**src/nfc_pkg.sv**
```systemverilog
// Constants, types and command sequences of the NAND flash host controller
`default_nettype none
package nfc_pkg;

  // ****************************************************************
  // Timing
  // ****************************************************************
  localparam int CLK_NS = 8;
  localparam int T_CLS_NS = 12;
  localparam int T_WP_NS = 12;
  localparam int T_WH_NS = 10;
  localparam int T_REA_NS = 20;
  localparam int T_REH_NS = 10;
  localparam int T_WB_NS = 100;
  localparam int T_WW_NS = 100;
  localparam logic [3:0] SETUP_CYC = 4'((T_CLS_NS + CLK_NS - 1) / CLK_NS);
  localparam logic [3:0] WP_CYC = 4'((T_WP_NS + CLK_NS - 1) / CLK_NS);
  localparam logic [3:0] WH_CYC = 4'((T_WH_NS + CLK_NS - 1) / CLK_NS);
  // Access time is a maximum, so the sample waits it out in full
  localparam logic [3:0] REA_CYC = 4'((T_REA_NS + CLK_NS - 1) / CLK_NS);
  localparam logic [3:0] REH_CYC = 4'((T_REH_NS + CLK_NS - 1) / CLK_NS);
  localparam logic [3:0] WB_CYC = 4'((T_WB_NS + CLK_NS - 1) / CLK_NS);
  localparam logic [3:0] WW_CYC = 4'((T_WW_NS + CLK_NS - 1) / CLK_NS);

  // ****************************************************************
  // Geometry and status
  // ****************************************************************
  localparam logic [12:0] PAGE_BYTES = 13'h0840;
  localparam logic [15:0] PAGE_MASK = 16'h003f;
  localparam int BLOCK_LSB = 6;
  localparam logic [2:0] MAX_PARTIAL = 3'h4;
  localparam int ST_FAIL_BIT = 0;
  localparam int ST_READY_BIT = 6;

  // ****************************************************************
  // Commands
  // ****************************************************************
  localparam logic [7:0] CMD_READ1 = 8'h00;
  localparam logic [7:0] CMD_READ2 = 8'h30;
  localparam logic [7:0] CMD_RCOL1 = 8'h05;
  localparam logic [7:0] CMD_RCOL2 = 8'he0;
  localparam logic [7:0] CMD_PLOAD = 8'h80;
  localparam logic [7:0] CMD_PCOL = 8'h85;
  localparam logic [7:0] CMD_PCONF = 8'h10;
  localparam logic [7:0] CMD_ERASE1 = 8'h60;
  localparam logic [7:0] CMD_ERASE2 = 8'hd0;
  localparam logic [7:0] CMD_STATUS = 8'h70;
  localparam logic [7:0] CMD_RESET = 8'hff;

  // ****************************************************************
  // Types
  // ****************************************************************
  typedef enum logic [2:0] {
    OP_READ, OP_RCOL, OP_PLOAD, OP_PCOL,
    OP_PCONF, OP_ERASE, OP_STATUS, OP_RESET
  } nfc_op_e;
  typedef enum logic [1:0] {CYC_CMD, CYC_ADDR, CYC_WR, CYC_RD} nfc_cyc_e;
  typedef enum logic [2:0] {
    K_CMD, K_ADDR, K_WR, K_RD, K_WAIT, K_STAT, K_END
  } nfc_step_e;

  // ****************************************************************
  // Step lists, nine per operation in operation order
  // ****************************************************************
  localparam int SEQ_LEN = 9;
  localparam logic [10:0] S_A0 = {K_ADDR, 8'h00};
  localparam logic [10:0] S_A1 = {K_ADDR, 8'h01};
  localparam logic [10:0] S_A2 = {K_ADDR, 8'h02};
  localparam logic [10:0] S_A3 = {K_ADDR, 8'h03};
  localparam logic [10:0] S_WR = {K_WR, 8'h00};
  localparam logic [10:0] S_RD = {K_RD, 8'h00};
  localparam logic [10:0] S_WT = {K_WAIT, 8'h00};
  localparam logic [10:0] S_ST = {K_STAT, 8'h00};
  localparam logic [10:0] S_EN = {K_END, 8'h00};
  localparam logic [10:0] S_STA = {K_CMD, CMD_STATUS};
  localparam logic [10:0] SEQ [0:71] = '{
    {K_CMD, CMD_READ1}, S_A0, S_A1, S_A2, S_A3,
    {K_CMD, CMD_READ2}, S_WT, S_RD, S_EN,
    {K_CMD, CMD_RCOL1}, S_A0, S_A1, {K_CMD, CMD_RCOL2},
    S_WT, S_RD, S_EN, S_EN, S_EN,
    {K_CMD, CMD_PLOAD}, S_A0, S_A1, S_A2, S_A3,
    S_WR, S_EN, S_EN, S_EN,
    {K_CMD, CMD_PCOL}, S_A0, S_A1, S_WR, S_EN,
    S_EN, S_EN, S_EN, S_EN,
    {K_CMD, CMD_PCONF}, S_WT, S_STA, S_WT, S_ST,
    S_EN, S_EN, S_EN, S_EN,
    {K_CMD, CMD_ERASE1}, S_A2, S_A3, {K_CMD, CMD_ERASE2},
    S_WT, S_STA, S_WT, S_ST, S_EN,
    S_STA, S_WT, S_ST, S_EN, S_EN, S_EN, S_EN, S_EN, S_EN,
    {K_CMD, CMD_RESET}, S_WT, S_EN, S_EN, S_EN,
    S_EN, S_EN, S_EN, S_EN
  };

endpackage
`default_nettype wire

```
**src/nfc_byte_cycle.sv**
```systemverilog
// One command, address, write or read byte cycle on the flash pins
`timescale 1ns/100ps
`default_nettype none
module nfc_byte_cycle (
  // Clock and reset
  input wire logic clk,
  input wire logic sys_rst,
  // Request
  input wire logic start,
  input wire logic [1:0] kind,
  input wire logic [7:0] din,
  output logic [7:0] dout,
  output logic done,
  // Pins
  output logic cle,
  output logic ale,
  output logic we_n,
  output logic output_strobe_n,
  output logic [7:0] io_out,
  output logic io_oe,
  input wire logic [7:0] io_in
);

  typedef enum logic [1:0] {PH_IDLE, PH_SETUP, PH_LOW, PH_HIGH} nfc_ph_e;
  typedef struct packed {
    nfc_ph_e ph;
    logic [3:0] cnt;
    logic rd;
    logic cle;
    logic ale;
    logic we_n;
    logic output_strobe_n;
    logic [7:0] io_out;
    logic io_oe;
    logic [7:0] dout;
    logic done;
  } nfc_bc_s;

  nfc_bc_s q;
  nfc_bc_s d;
  nfc_pkg::nfc_cyc_e k;

  assign k = nfc_pkg::nfc_cyc_e'(kind);

  // ****************************************************************
  // Phase sequencer
  // ****************************************************************
  always_comb begin
    d = q;
    d.done = 1'b0;
    case (q.ph)
      PH_IDLE: begin
        if (start) begin
          d.ph = PH_SETUP;
          d.cnt = nfc_pkg::SETUP_CYC - 4'h1;
          d.rd = (k == nfc_pkg::CYC_RD);
          d.cle = (k == nfc_pkg::CYC_CMD);
          d.ale = (k == nfc_pkg::CYC_ADDR);
          d.io_out = din;
          d.io_oe = (k != nfc_pkg::CYC_RD);
        end
      end
      PH_SETUP: begin
        if (q.cnt == 4'h0) begin
          d.ph = PH_LOW;
          if (q.rd) begin
            d.cnt = nfc_pkg::REA_CYC - 4'h1;
            d.output_strobe_n = 1'b0;
          end else begin
            d.cnt = nfc_pkg::WP_CYC - 4'h1;
            d.we_n = 1'b0;
          end
        end else begin
          d.cnt = q.cnt - 4'h1;
        end
      end
      PH_LOW: begin
        if (q.cnt == 4'h0) begin
          d.ph = PH_HIGH;
          d.cnt = q.rd ? nfc_pkg::REH_CYC - 4'h1 : nfc_pkg::WH_CYC - 4'h1;
          // Rising write strobe is the latch edge for the device
          d.we_n = 1'b1;
          d.output_strobe_n = 1'b1;
          if (q.rd) begin
            d.dout = io_in;
          end
        end else begin
          d.cnt = q.cnt - 4'h1;
        end
      end
      default: begin
        // Latches and data held through the high phase for hold time
        if (q.cnt == 4'h0) begin
          d.ph = PH_IDLE;
          d.done = 1'b1;
          d.cle = 1'b0;
          d.ale = 1'b0;
          d.io_oe = 1'b0;
        end else begin
          d.cnt = q.cnt - 4'h1;
        end
      end
    endcase
    if (sys_rst) begin
      d = '0;
      d.we_n = 1'b1;
      d.output_strobe_n = 1'b1;
    end
  end

  always_ff @(posedge clk) begin
    q <= d;
  end

  assign dout = q.dout;
  assign done = q.done;
  assign cle = q.cle;
  assign ale = q.ale;
  assign we_n = q.we_n;
  assign output_strobe_n = q.output_strobe_n;
  assign io_out = q.io_out;
  assign io_oe = q.io_oe;
endmodule
`default_nettype wire

```
**src/nfc_host.sv**
```systemverilog
// Host controller that runs read, program, erase, status and reset on flash
`timescale 1ns/100ps
`default_nettype none
module nfc_host (
  // Clock and reset
  input wire logic clk,
  input wire logic sys_rst,
  // Operation request and result
  input wire logic op_valid,
  input wire logic [2:0] op_code,
  input wire logic [11:0] op_col,
  input wire logic [15:0] op_row,
  input wire logic [12:0] op_len,
  input wire logic prot_off,
  output logic op_ready,
  output logic op_done,
  output logic op_refused,
  output logic op_fail,
  output logic [7:0] op_status,
  // Write data stream
  input wire logic wr_valid,
  input wire logic [7:0] wr_data,
  output logic wr_take,
  // Read data stream
  output logic rd_valid,
  output logic [7:0] rd_data,
  // Flash pins
  output logic ce_n,
  output logic cle,
  output logic ale,
  output logic we_n,
  output logic output_strobe_n,
  output logic wp_n,
  output logic [7:0] io_out,
  output logic io_oe,
  input wire logic [7:0] io_in,
  input wire logic ready_busy_n
);

  typedef enum logic [2:0] {
    ST_IDLE, ST_STEP, ST_PHY, ST_WAITB, ST_BUSY
  } nfc_st_e;
  typedef struct packed {
    nfc_st_e st;
    nfc_pkg::nfc_op_e op;
    logic [3:0] idx;
    logic [11:0] col;
    logic [15:0] row;
    logic [12:0] len;
    logic [12:0] cnt;
    logic [3:0] wcnt;
    logic [3:0] wwcnt;
    logic [15:0] pp_row;
    logic [2:0] pp_cnt;
    logic ce_n;
    logic wp_n;
    logic op_ready;
    logic done;
    logic refused;
    logic fail;
    logic [7:0] status;
    logic wr_take;
    logic rd_valid;
    logic [7:0] rd_data;
    logic start;
    nfc_pkg::nfc_cyc_e cyc;
    logic [7:0] bval;
  } nfc_host_s;

  nfc_host_s q;
  nfc_host_s d;
  nfc_pkg::nfc_op_e op_in;
  logic [7:0] phy_dout;
  logic phy_done;
  logic is_prot;
  logic is_col;
  logic bad_busy;
  logic bad_wp;
  logic bad_col;
  logic bad_pp;

  function automatic logic [10:0] seq_at(nfc_pkg::nfc_op_e op,
                                         logic [3:0] i);
    seq_at = nfc_pkg::SEQ[7'(op) * 7'(nfc_pkg::SEQ_LEN) + 7'(i)];
  endfunction

  function automatic logic [7:0] addr_byte(logic [11:0] col,
                                           logic [15:0] row,
                                           logic [1:0] i);
    case (i)
      2'h0: addr_byte = col[7:0];
      2'h1: addr_byte = {4'h0, col[11:8]};
      2'h2: addr_byte = row[7:0];
      default: addr_byte = row[15:8];
    endcase
  endfunction

  function automatic logic [9:0] block_of(logic [15:0] row);
    block_of = row[15:nfc_pkg::BLOCK_LSB];
  endfunction

  // ****************************************************************
  // Request screening
  // ****************************************************************
  assign op_in = nfc_pkg::nfc_op_e'(op_code);
  assign is_prot = op_in inside {nfc_pkg::OP_PLOAD, nfc_pkg::OP_PCOL,
                                 nfc_pkg::OP_PCONF, nfc_pkg::OP_ERASE};
  assign is_col = op_in inside {nfc_pkg::OP_READ, nfc_pkg::OP_RCOL,
                                nfc_pkg::OP_PLOAD, nfc_pkg::OP_PCOL};
  assign bad_busy = !ready_busy_n &&
                    !(op_in inside {nfc_pkg::OP_STATUS, nfc_pkg::OP_RESET});
  // Write guard must have been high long enough before the first strobe
  assign bad_wp = is_prot && (!q.wp_n || q.wwcnt != nfc_pkg::WW_CYC);
  assign bad_col = is_col &&
    ({1'b0, op_col} >= nfc_pkg::PAGE_BYTES ||
     14'(op_col) + 14'(op_len) > 14'(nfc_pkg::PAGE_BYTES));
  assign bad_pp = op_in == nfc_pkg::OP_PCONF && q.row == q.pp_row &&
                  q.pp_cnt == nfc_pkg::MAX_PARTIAL;

  // ****************************************************************
  // Operation sequencer
  // ****************************************************************
  always_comb begin
    logic [10:0] s;
    nfc_pkg::nfc_step_e kind;
    s = seq_at(q.op, q.idx);
    kind = nfc_pkg::nfc_step_e'(s[10:8]);
    d = q;
    d.start = 1'b0;
    d.done = 1'b0;
    d.refused = 1'b0;
    d.wr_take = 1'b0;
    d.rd_valid = 1'b0;
    d.wp_n = prot_off;
    if (!q.wp_n) begin
      d.wwcnt = 4'h0;
    end else if (q.wwcnt != nfc_pkg::WW_CYC) begin
      d.wwcnt = q.wwcnt + 4'h1;
    end
    case (q.st)
      ST_IDLE: begin
        if (op_valid) begin
          if (bad_busy || bad_wp || bad_col || bad_pp) begin
            d.done = 1'b1;
            d.refused = 1'b1;
          end else begin
            d.st = ST_STEP;
            d.op = op_in;
            d.idx = 4'h0;
            d.cnt = 13'h0000;
            d.len = op_len;
            d.op_ready = 1'b0;
            d.ce_n = 1'b0;
            if (is_col) begin
              d.col = op_col;
            end
            if (op_in inside {nfc_pkg::OP_READ, nfc_pkg::OP_PLOAD}) begin
              d.row = op_row;
            end
            if (op_in == nfc_pkg::OP_ERASE) begin
              d.row = op_row & ~nfc_pkg::PAGE_MASK;
              if (block_of(op_row) == block_of(q.pp_row)) begin
                d.pp_cnt = 3'h0;
              end
            end
            if (op_in == nfc_pkg::OP_PCONF) begin
              if (q.row == q.pp_row) begin
                d.pp_cnt = q.pp_cnt + 3'h1;
              end else begin
                d.pp_row = q.row;
                d.pp_cnt = 3'h1;
              end
            end
          end
        end
      end
      ST_STEP: begin
        case (kind)
          nfc_pkg::K_CMD: begin
            d.start = 1'b1;
            d.cyc = nfc_pkg::CYC_CMD;
            d.bval = s[7:0];
            d.st = ST_PHY;
          end
          nfc_pkg::K_ADDR: begin
            d.start = 1'b1;
            d.cyc = nfc_pkg::CYC_ADDR;
            d.bval = addr_byte(q.col, q.row, s[1:0]);
            d.st = ST_PHY;
          end
          nfc_pkg::K_WR: begin
            if (q.cnt == q.len) begin
              d.idx = q.idx + 4'h1;
            end else if (wr_valid) begin
              d.start = 1'b1;
              d.cyc = nfc_pkg::CYC_WR;
              d.bval = wr_data;
              d.wr_take = 1'b1;
              d.st = ST_PHY;
            end
          end
          nfc_pkg::K_RD, nfc_pkg::K_STAT: begin
            if (kind == nfc_pkg::K_RD && q.cnt == q.len) begin
              d.idx = q.idx + 4'h1;
            end else begin
              d.start = 1'b1;
              d.cyc = nfc_pkg::CYC_RD;
              d.st = ST_PHY;
            end
          end
          nfc_pkg::K_WAIT: begin
            d.wcnt = nfc_pkg::WB_CYC - 4'h1;
            d.st = ST_WAITB;
          end
          default: begin
            // Chip select high on completion lets the device idle
            d.ce_n = 1'b1;
            d.done = 1'b1;
            d.op_ready = 1'b1;
            d.st = ST_IDLE;
          end
        endcase
      end
      ST_PHY: begin
        if (phy_done) begin
          d.st = ST_STEP;
          if (kind == nfc_pkg::K_WR || kind == nfc_pkg::K_RD) begin
            d.cnt = q.cnt + 13'h0001;
          end else begin
            d.idx = q.idx + 4'h1;
          end
          if (kind == nfc_pkg::K_RD) begin
            d.rd_valid = 1'b1;
            d.rd_data = phy_dout;
          end
          if (kind == nfc_pkg::K_STAT) begin
            d.status = phy_dout;
            d.fail = phy_dout[nfc_pkg::ST_FAIL_BIT];
          end
        end
      end
      ST_WAITB: begin
        if (q.wcnt == 4'h0) begin
          d.st = ST_BUSY;
        end else begin
          d.wcnt = q.wcnt - 4'h1;
        end
      end
      default: begin
        // Strobes stay high here; only ready ends the wait
        if (ready_busy_n) begin
          d.idx = q.idx + 4'h1;
          d.st = ST_STEP;
        end
      end
    endcase
    if (sys_rst) begin
      d = '0;
      d.ce_n = 1'b1;
      d.op_ready = 1'b1;
    end
  end

  always_ff @(posedge clk) begin
    q <= d;
  end

  nfc_byte_cycle u_cycle (
    .clk(clk),
    .sys_rst(sys_rst),
    .start(q.start),
    .kind(q.cyc),
    .din(q.bval),
    .dout(phy_dout),
    .done(phy_done),
    .cle(cle),
    .ale(ale),
    .we_n(we_n),
    .output_strobe_n(output_strobe_n),
    .io_out(io_out),
    .io_oe(io_oe),
    .io_in(io_in)
  );

  assign op_ready = q.op_ready;
  assign op_done = q.done;
  assign op_refused = q.refused;
  assign op_fail = q.fail;
  assign op_status = q.status;
  assign wr_take = q.wr_take;
  assign rd_valid = q.rd_valid;
  assign rd_data = q.rd_data;
  assign ce_n = q.ce_n;
  assign wp_n = q.wp_n;
endmodule
`default_nettype wire

```
**config.mk**
```make
export PLATFORM = sky130hd
export DESIGN_NAME = nfc_host
export DESIGN_NICKNAME = d
export VERILOG_FILES = /design/src/nfc_pkg.sv /design/src/nfc_byte_cycle.sv /design/src/nfc_host.sv
export SDC_FILE = /design/constraint.sdc
export NUM_CORES = 1
export LEC_CHECK = 0
export CAP_MARGIN = 15
export CORE_MARGIN = 2
export CORE_UTILIZATION = 29
export CTS_CLUSTER_DIAMETER = 150
export DETAILED_ROUTE_END_ITERATION = 10
export DONT_BUFFER_PORTS = 1
export GPL_ROUTABILITY_DRIVEN = 0
export PLACE_DENSITY_LB_ADDON = 0.2
export SLEW_MARGIN = 20
export SYNTH_ARGS = -nofsm -noshare
export SYNTH_HDL_FRONTEND = slang
export SYNTH_HIERARCHICAL = 1
export SYNTH_SLANG_ARGS = --single-unit
export TNS_END_PERCENT = 50
```
**constraint.sdc**
```tcl
create_clock -name clk -period 10.2 [get_ports clk]
set_input_delay 0.51 -clock clk [delete_from_list [all_inputs] [get_ports clk]]
set_output_delay 0.51 -clock clk [all_outputs]
set_load 0.005 [all_outputs]
```
; Yosys cells after proc, flatten, opt, wreduce, memory -nomap -nowiden
; Memories as Yosys holds them, arrays and structs flattened.
; Index checks and enable logic that the tools add are counted.
[totals]
word_cells = 248
reg_bits = 155
in_bits = 66
memories = 1
romBits = 1408
out_inout_bits = 37
[op_classes]
n_mul = 1
bitwise_logic = 12
n_lt_le_gt_ge = 3
n_eq_ne = 51
reduce_logical = 70
mux = 67
addsub = 8
[memory_table]
columns = name, depth, width, rd, rd_ports_with_merged_regs, wr, line
row1 = (no name shown), 128, 11, 1, 0, 0, nfc_host.sv:84  ; seq_at = nfc_pkg::SEQ[7'(op) * 7'(nfc_pkg::SEQ_LEN) + 7'(i)];
[ops]
columns = op, count
row1 = two-way mux 64 bit, 2
row2 = case mux 8 bit (3 select lines), 2
row3 = two-way mux 11 bit, 4
row4 = two-way mux 4 bit, 10
row5 = two-way mux 3 bit, 12
row6 = case mux 3 bit (4 select lines), 3
row7 = two-way mux 16 bit, 2
row8 = AND reduction 4 bit, 7
row9 = two-way mux 13 bit, 2
row10 = inequality test 2 bit (second input constant), 13
row11 = case mux 13 bit (2 select lines), 1
row12 = == test 3 bit (second input constant), 7
row13 = AND reduction 5 bit, 4
row14 = nonzero test 2 bit, 10
row15 = == test 3 x 2 -> 1 bit (second input constant), 6
row16 = two-way mux 9 bit, 2
row17 = case mux 6 bit (3 select lines), 1
row18 = AND reduction 3 bit, 6
row19 = == test 16 bit, 1
row20 = case mux 4 bit (2 select lines), 2
row21 = case mux 4 bit (4 select lines), 1
row22 = nonzero test 4 bit, 4
row23 = inequality test 3 bit (second input constant), 5
row24 = adder 12 x 13 -> 14 bit, 1
row25 = other kinds (39), 104

; Depth between registers and ports, before layout
[depth]
depth_word = 11
depth_mapped = 17
mapped_depth_nobuf = 13

; Modules after synthesis
; The synthesis kept the hierarchy.
[modules_own_cells]
columns = mod, seq_area_each_um2, cells_per_inst, instances, area_per_inst_um2
row1 = nfc_host, 2502.4, 900, 1, 7691.1
row2 = nfc_byte_cycle, 580.6, 164, 1, 1433.9

; Least setup slack after synthesis
; Ideal clock, no wire load.
[synth_timing]
kind = register -> register
startpoint = reg q[117] (netlist bit)
endpoint = reg q[7] (netlist bit)
path_buffers = 4
path_stages_with_launch = 17
setup_ns = 0.124
synth_period_minus_slack_ns = 3.668
t_required_ns = 10.076
arrival_ns = 3.543
slack_ns = 6.532
path_cell_list = dfxtp_1 ha_1 ha_1 inv_1 fa_1 clkbuf_1 buf_2 clkbuf_1 nand2_1 a22oi_1 a21oi_1 o32ai_1 buf_2 mux2i_1 o2bb2ai_1 a221oi_1 a21oi_1
[synth_between]
elab_chain_cells = 8
word_cells_on_any_way = 17
classes_between = add/sub (1) / eq/ne (6) / mux (4) / bitwise (1) / reduce/logical (4) / memory (1)
[synth_lines]
columns = item, line
row1 = start: declaration, nfc_host.sv:70  ; nfc_host_s q;
row2 = start signal: assignment, nfc_host.sv:265  ; q <= d;
row3 = adder 7 x 4 -> 7 bit (*), nfc_host.sv:84
row4 = NOT 7 -> 8 bit (implied by the code) (*), nfc_host.sv:84
row5 = memory read (128 x 11 bit) (*), -
row6 = two-way mux 11 bit (implied by the code) (*) (2 in series), nfc_host.sv:84
row7 = "== test 2 bit, or another cell as far along", nfc_host.sv:90  ; case (i)
row8 = "case mux 8 bit (3 select lines), or another cell as far along", nfc_host.sv:90
row9 = case mux 8 bit (3 select lines) / AND reduction 4 bit (equally long branches), -
; Mark *: on every way between the ends. The rest lies on a longest branch, timed or not. The select of a mux whose other input is x is not followed.
; A chain may end at the register's enable or synchronous reset.

; Worst setup path after layout
[layout_timing]
startpoint = reg q[117] (netlist bit)
endpoint = reg q (netlist bit rd_data[6])
[layout_between]
elab_chain_cells = 7
[layout_lines]
columns = item, line
row1 = adder 7 x 4 -> 7 bit, nfc_host.sv:84
row2 = NOT 7 -> 8 bit (implied by the code), nfc_host.sv:84
row3 = memory read (128 x 11 bit), -
row4 = two-way mux 11 bit (implied by the code) (2 in series), nfc_host.sv:84
row5 = == test 3 x 2 -> 1 bit, nfc_host.sv:232  ; if (kind == nfc_pkg::K_RD) begin
row6 = AND reduction 3 bit (no line), -
; Every way passes these cells. The select of a mux whose other input is x is not followed.

==> results.json <==
{
  "dp_slack_ns": 5.59,
  "grt_max_degree": 117,
  "ys.flop_type": "dfxtp_1",
  "start_util": 0.297,
  "hold_viol": 0,
  "grtUsageTotal": 0.157,
  "critPathSlowestCell": "fa_1",
  "area_growth_pct": 6.87,
  "cts.sinks": 154,
  "drc_errors": 0,
  "dp_cells": 1385,
  "cp_cell_sequence": "ha_1 -> ha_1 -> inv_1 -> fa_1 -> inv_1 -> mux2i_1 -> a221oi_1 -> o221a_2 -> nor2_2 -> nor2b_1 -> nand3_1 -> mux2i_1 -> nor2_1",
  "synth-seq-area-share": 0.338,
  "grt_overflow": 0,
  "cts_tree": "built",
  "synthArstFlopShare": 0,
  "ant_nets": 0,
  "diodes": 0,
  "setup_violations": 0,
  "mappedNetlistArea_sq_mm": 0.00913,
  "cts_max_path_buffers": 2,
  "syn_avg_cell_area_sq_um": 8.58,
  "required_ns": 10.52,
  "power_leakage_nw": 3.95,
  "clock_latency_ns": 0.44,
  "maxCapViolations": 0,
  "power_mw": 1.51,
  "min_period_ns": 4.71,
  "cp-end-kind": "flip-flop",
  "final_common_cell": "dfxtp_1",
  "postLayoutCoreUtil": 0.317,
  "fp.dieArea_sq_mm": 0.0329,
  "grt_pass1_wl_microns": 40500,
  "synthCells": 1064,
  "ys_warn_count": 6,
  "via_per_inst": 5.25,
  "vdd_drop_max_mv": 0.0814,
  "drive_gt1_frac": 0.0735,
  "hp-class": "in -> reg",
  "htree_levels": 4,
  "nets": 1112,
  "rows": 64,
  "rr_startpoint": "q[117]$_SDFFE_PP0P_",
  "finalSetupTns_ns": 0,
  "cp_top_family": "adder cells",
  "num_io_pins": 103,
  "crit_buf_inv": 2,
  "antenna_found_initial": 0,
  "synth_fp_nets": 1168,
  "wl_per_cell_microns": 18.2,
  "fmax_mhz": 212,
  "vias": 7431,
  "core_area_sq_mm": 0.0307,
  "die_w_microns": 181,
  "clockRootBuffer": "clkbuf_16",
  "worstReg2RegEnd": "rd_data[6]$_SDFFE_PP0P_",
  "rsz0062_at_grt": "no",
  "cp_max_fo": 25,
  "slew_viol_final": 0,
  "final_cell_mix": "154 x dfxtp_1, 126 x nor2_1, 94 x nand2_1",
  "r2r_slack_ns": 5.49,
  "cts_resized": 0,
  "instances_no_fill": 1416,
  "fin_skew_ns": 0.0115,
  "worstHoldStart": "sys_rst",
  "worstMarginPinSlew_ns": 1.05,
  "io_buffers": 0,
  "hpwl_microns": 19300,
  "fin_crit_sh": 0.462,
  "worstRegToRegCells": 13,
  "max_stage_delay_ns": 1.10,
  "final_cell_area_sq_mm": 0.00975,
  "finalWirelength_microns": 25800,
  "first_pass_iters": 5,
  "power-per-cell-area_mw_per_mm2": 154,
  "postCtsSetupBuffers": 0,
  "cp.arrival_ns": 5.04,
  "placed_area_sq_mm": 0.00920,
  "dieHeight_microns": 181,
  "path_class": "reg -> reg",
  "status": "finished clean",
  "critPathLaunchType": "flip-flop",
  "min_to": "u_cycle/io_out[3]$_SDFFE_PP0P_",
  "slew_headroom": 0.298,
  "hold_buffers": 0,
  "cts_buffers": 17,
  "hold_depth": 1,
  "synth_cell_type_count": 89,
  "synth_seq_cells": 154,
  "timing.hold.ws_ns": 0.139,
  "drtIter0Drc": 580,
  "grt_pass1_vias": 7058,
  "clkTransAtPathRegs_ns": 0.07,
  "synth-edff-count": 0,
  "fin_ws_ns": 5.49
}
worst max-delay path by stage:
stage / start / to / slack [ns] / cells past startpoint
floorplan: q[117]$_SDFFE_PP0P_ / q[7]$_SDFFE_PP0P_ / 6.53 / 16
CTS: q[117]$_SDFFE_PP0P_ / rd_data[6]$_SDFFE_PP0P_ / 5.57 / 13
finish: q[117]$_SDFFE_PP0P_ / rd_data[6]$_SDFFE_PP0P_ / 5.49 / 13
global placement: q[117]$_SDFFE_PP0P_ / rd_data[6]$_SDFFE_PP0P_ / 5.53 / 13
global route: q[117]$_SDFFE_PP0P_ / q[3]$_SDFFE_PP0P_ / 5.18 / 13
detailed placement: q[117]$_SDFFE_PP0P_ / rd_data[7]$_SDFFE_PP0P_ / 5.59 / 13
power by group:
group	total (mW)	internal (mW)	switching [mW]
registers	0.631	0.617	0.0137
clock network	0.610	0.336	0.274
logic	0.265	0.104	0.161
total	1.51	1.06	0.448
cell usage after synthesis (8+ instances only):
master      n  share of area
dfxtp_1   154           0.34
nor2_1    126          0.052
nand2_1    94          0.039
mux2i_1    91           0.10
a21oi_1    69          0.038
xnor2_1    40          0.038
ha_1       36          0.049
inv_1      34          0.014
buf_4      33          0.027
nand3_1    30          0.016
o21ai_0    26          0.014
clkbuf_1   23         0.0095
buf_2      19          0.010
xor2_1     16          0.015
nor3_1     15         0.0082
nand4_1    14         0.0096
nor4_1     14         0.0096
a211oi_1   13          0.011
or3_1      11         0.0075
a21o_1     10         0.0082
and3_1     10         0.0069
o21a_1     10         0.0082
a221oi_1    9         0.0086
a31o_2      9         0.0086
nor2b_1     9         0.0062
a211o_1     8         0.0077
o211ai_1    8         0.0066
routing by layer:
layer / track usage / vias to the layer above / share of wire
met5: 0 / - / 0
met4: 0.0433 / 0 / 0.013
met3: 0.0361 / 25 / 0.047
met2: 0.268 / 156 / 0.49
met1: 0.198 / 3540 / 0.45
li1: - / 3710 / -
flip-flops by register name, indices dropped and copies added (netlist names), 7 cells and up:
| signal | cells |
|---|---|
| q | 102 |
| u_cycle/q | 7 |
| u_cycle/io_out | 8 |
| rd_data | 8 |
| op_status | 8 |
| u_cycle/dout | 8 |
cells by family (layout without fill, tap and decap cells):
kind of cell | Yosys count | in the layout | share of synthesized area
AND/OR/NAND/NOR | 368 | 368 | 0.195
AO/OA/AOI/OAI | 238 | 238 | 0.188
flip-flops | 154 | 154 | 0.338
buffers and inverters | 115 | 71 | 0.0651
multiplexers | 95 | 95 | 0.106
XOR/XNOR | 56 | 56 | 0.0538
adder cells (fa/ha/maj) | 38 | 38 | 0.0538
cell type report:
class / instances / area (sq um)
Timing Repair Buffer: 5 / 37.5
Fill cell: 3314 / 21000
Clock inverter: 13 / 120
Multi-Input combinational cell: 795 / 5460
Inverter: 35 / 131
Sequential cell: 154 / 3080
Clock buffer: 18 / 429
Tap cell: 396 / 495
No activity file was read; power rests on OpenSTA's default activity.
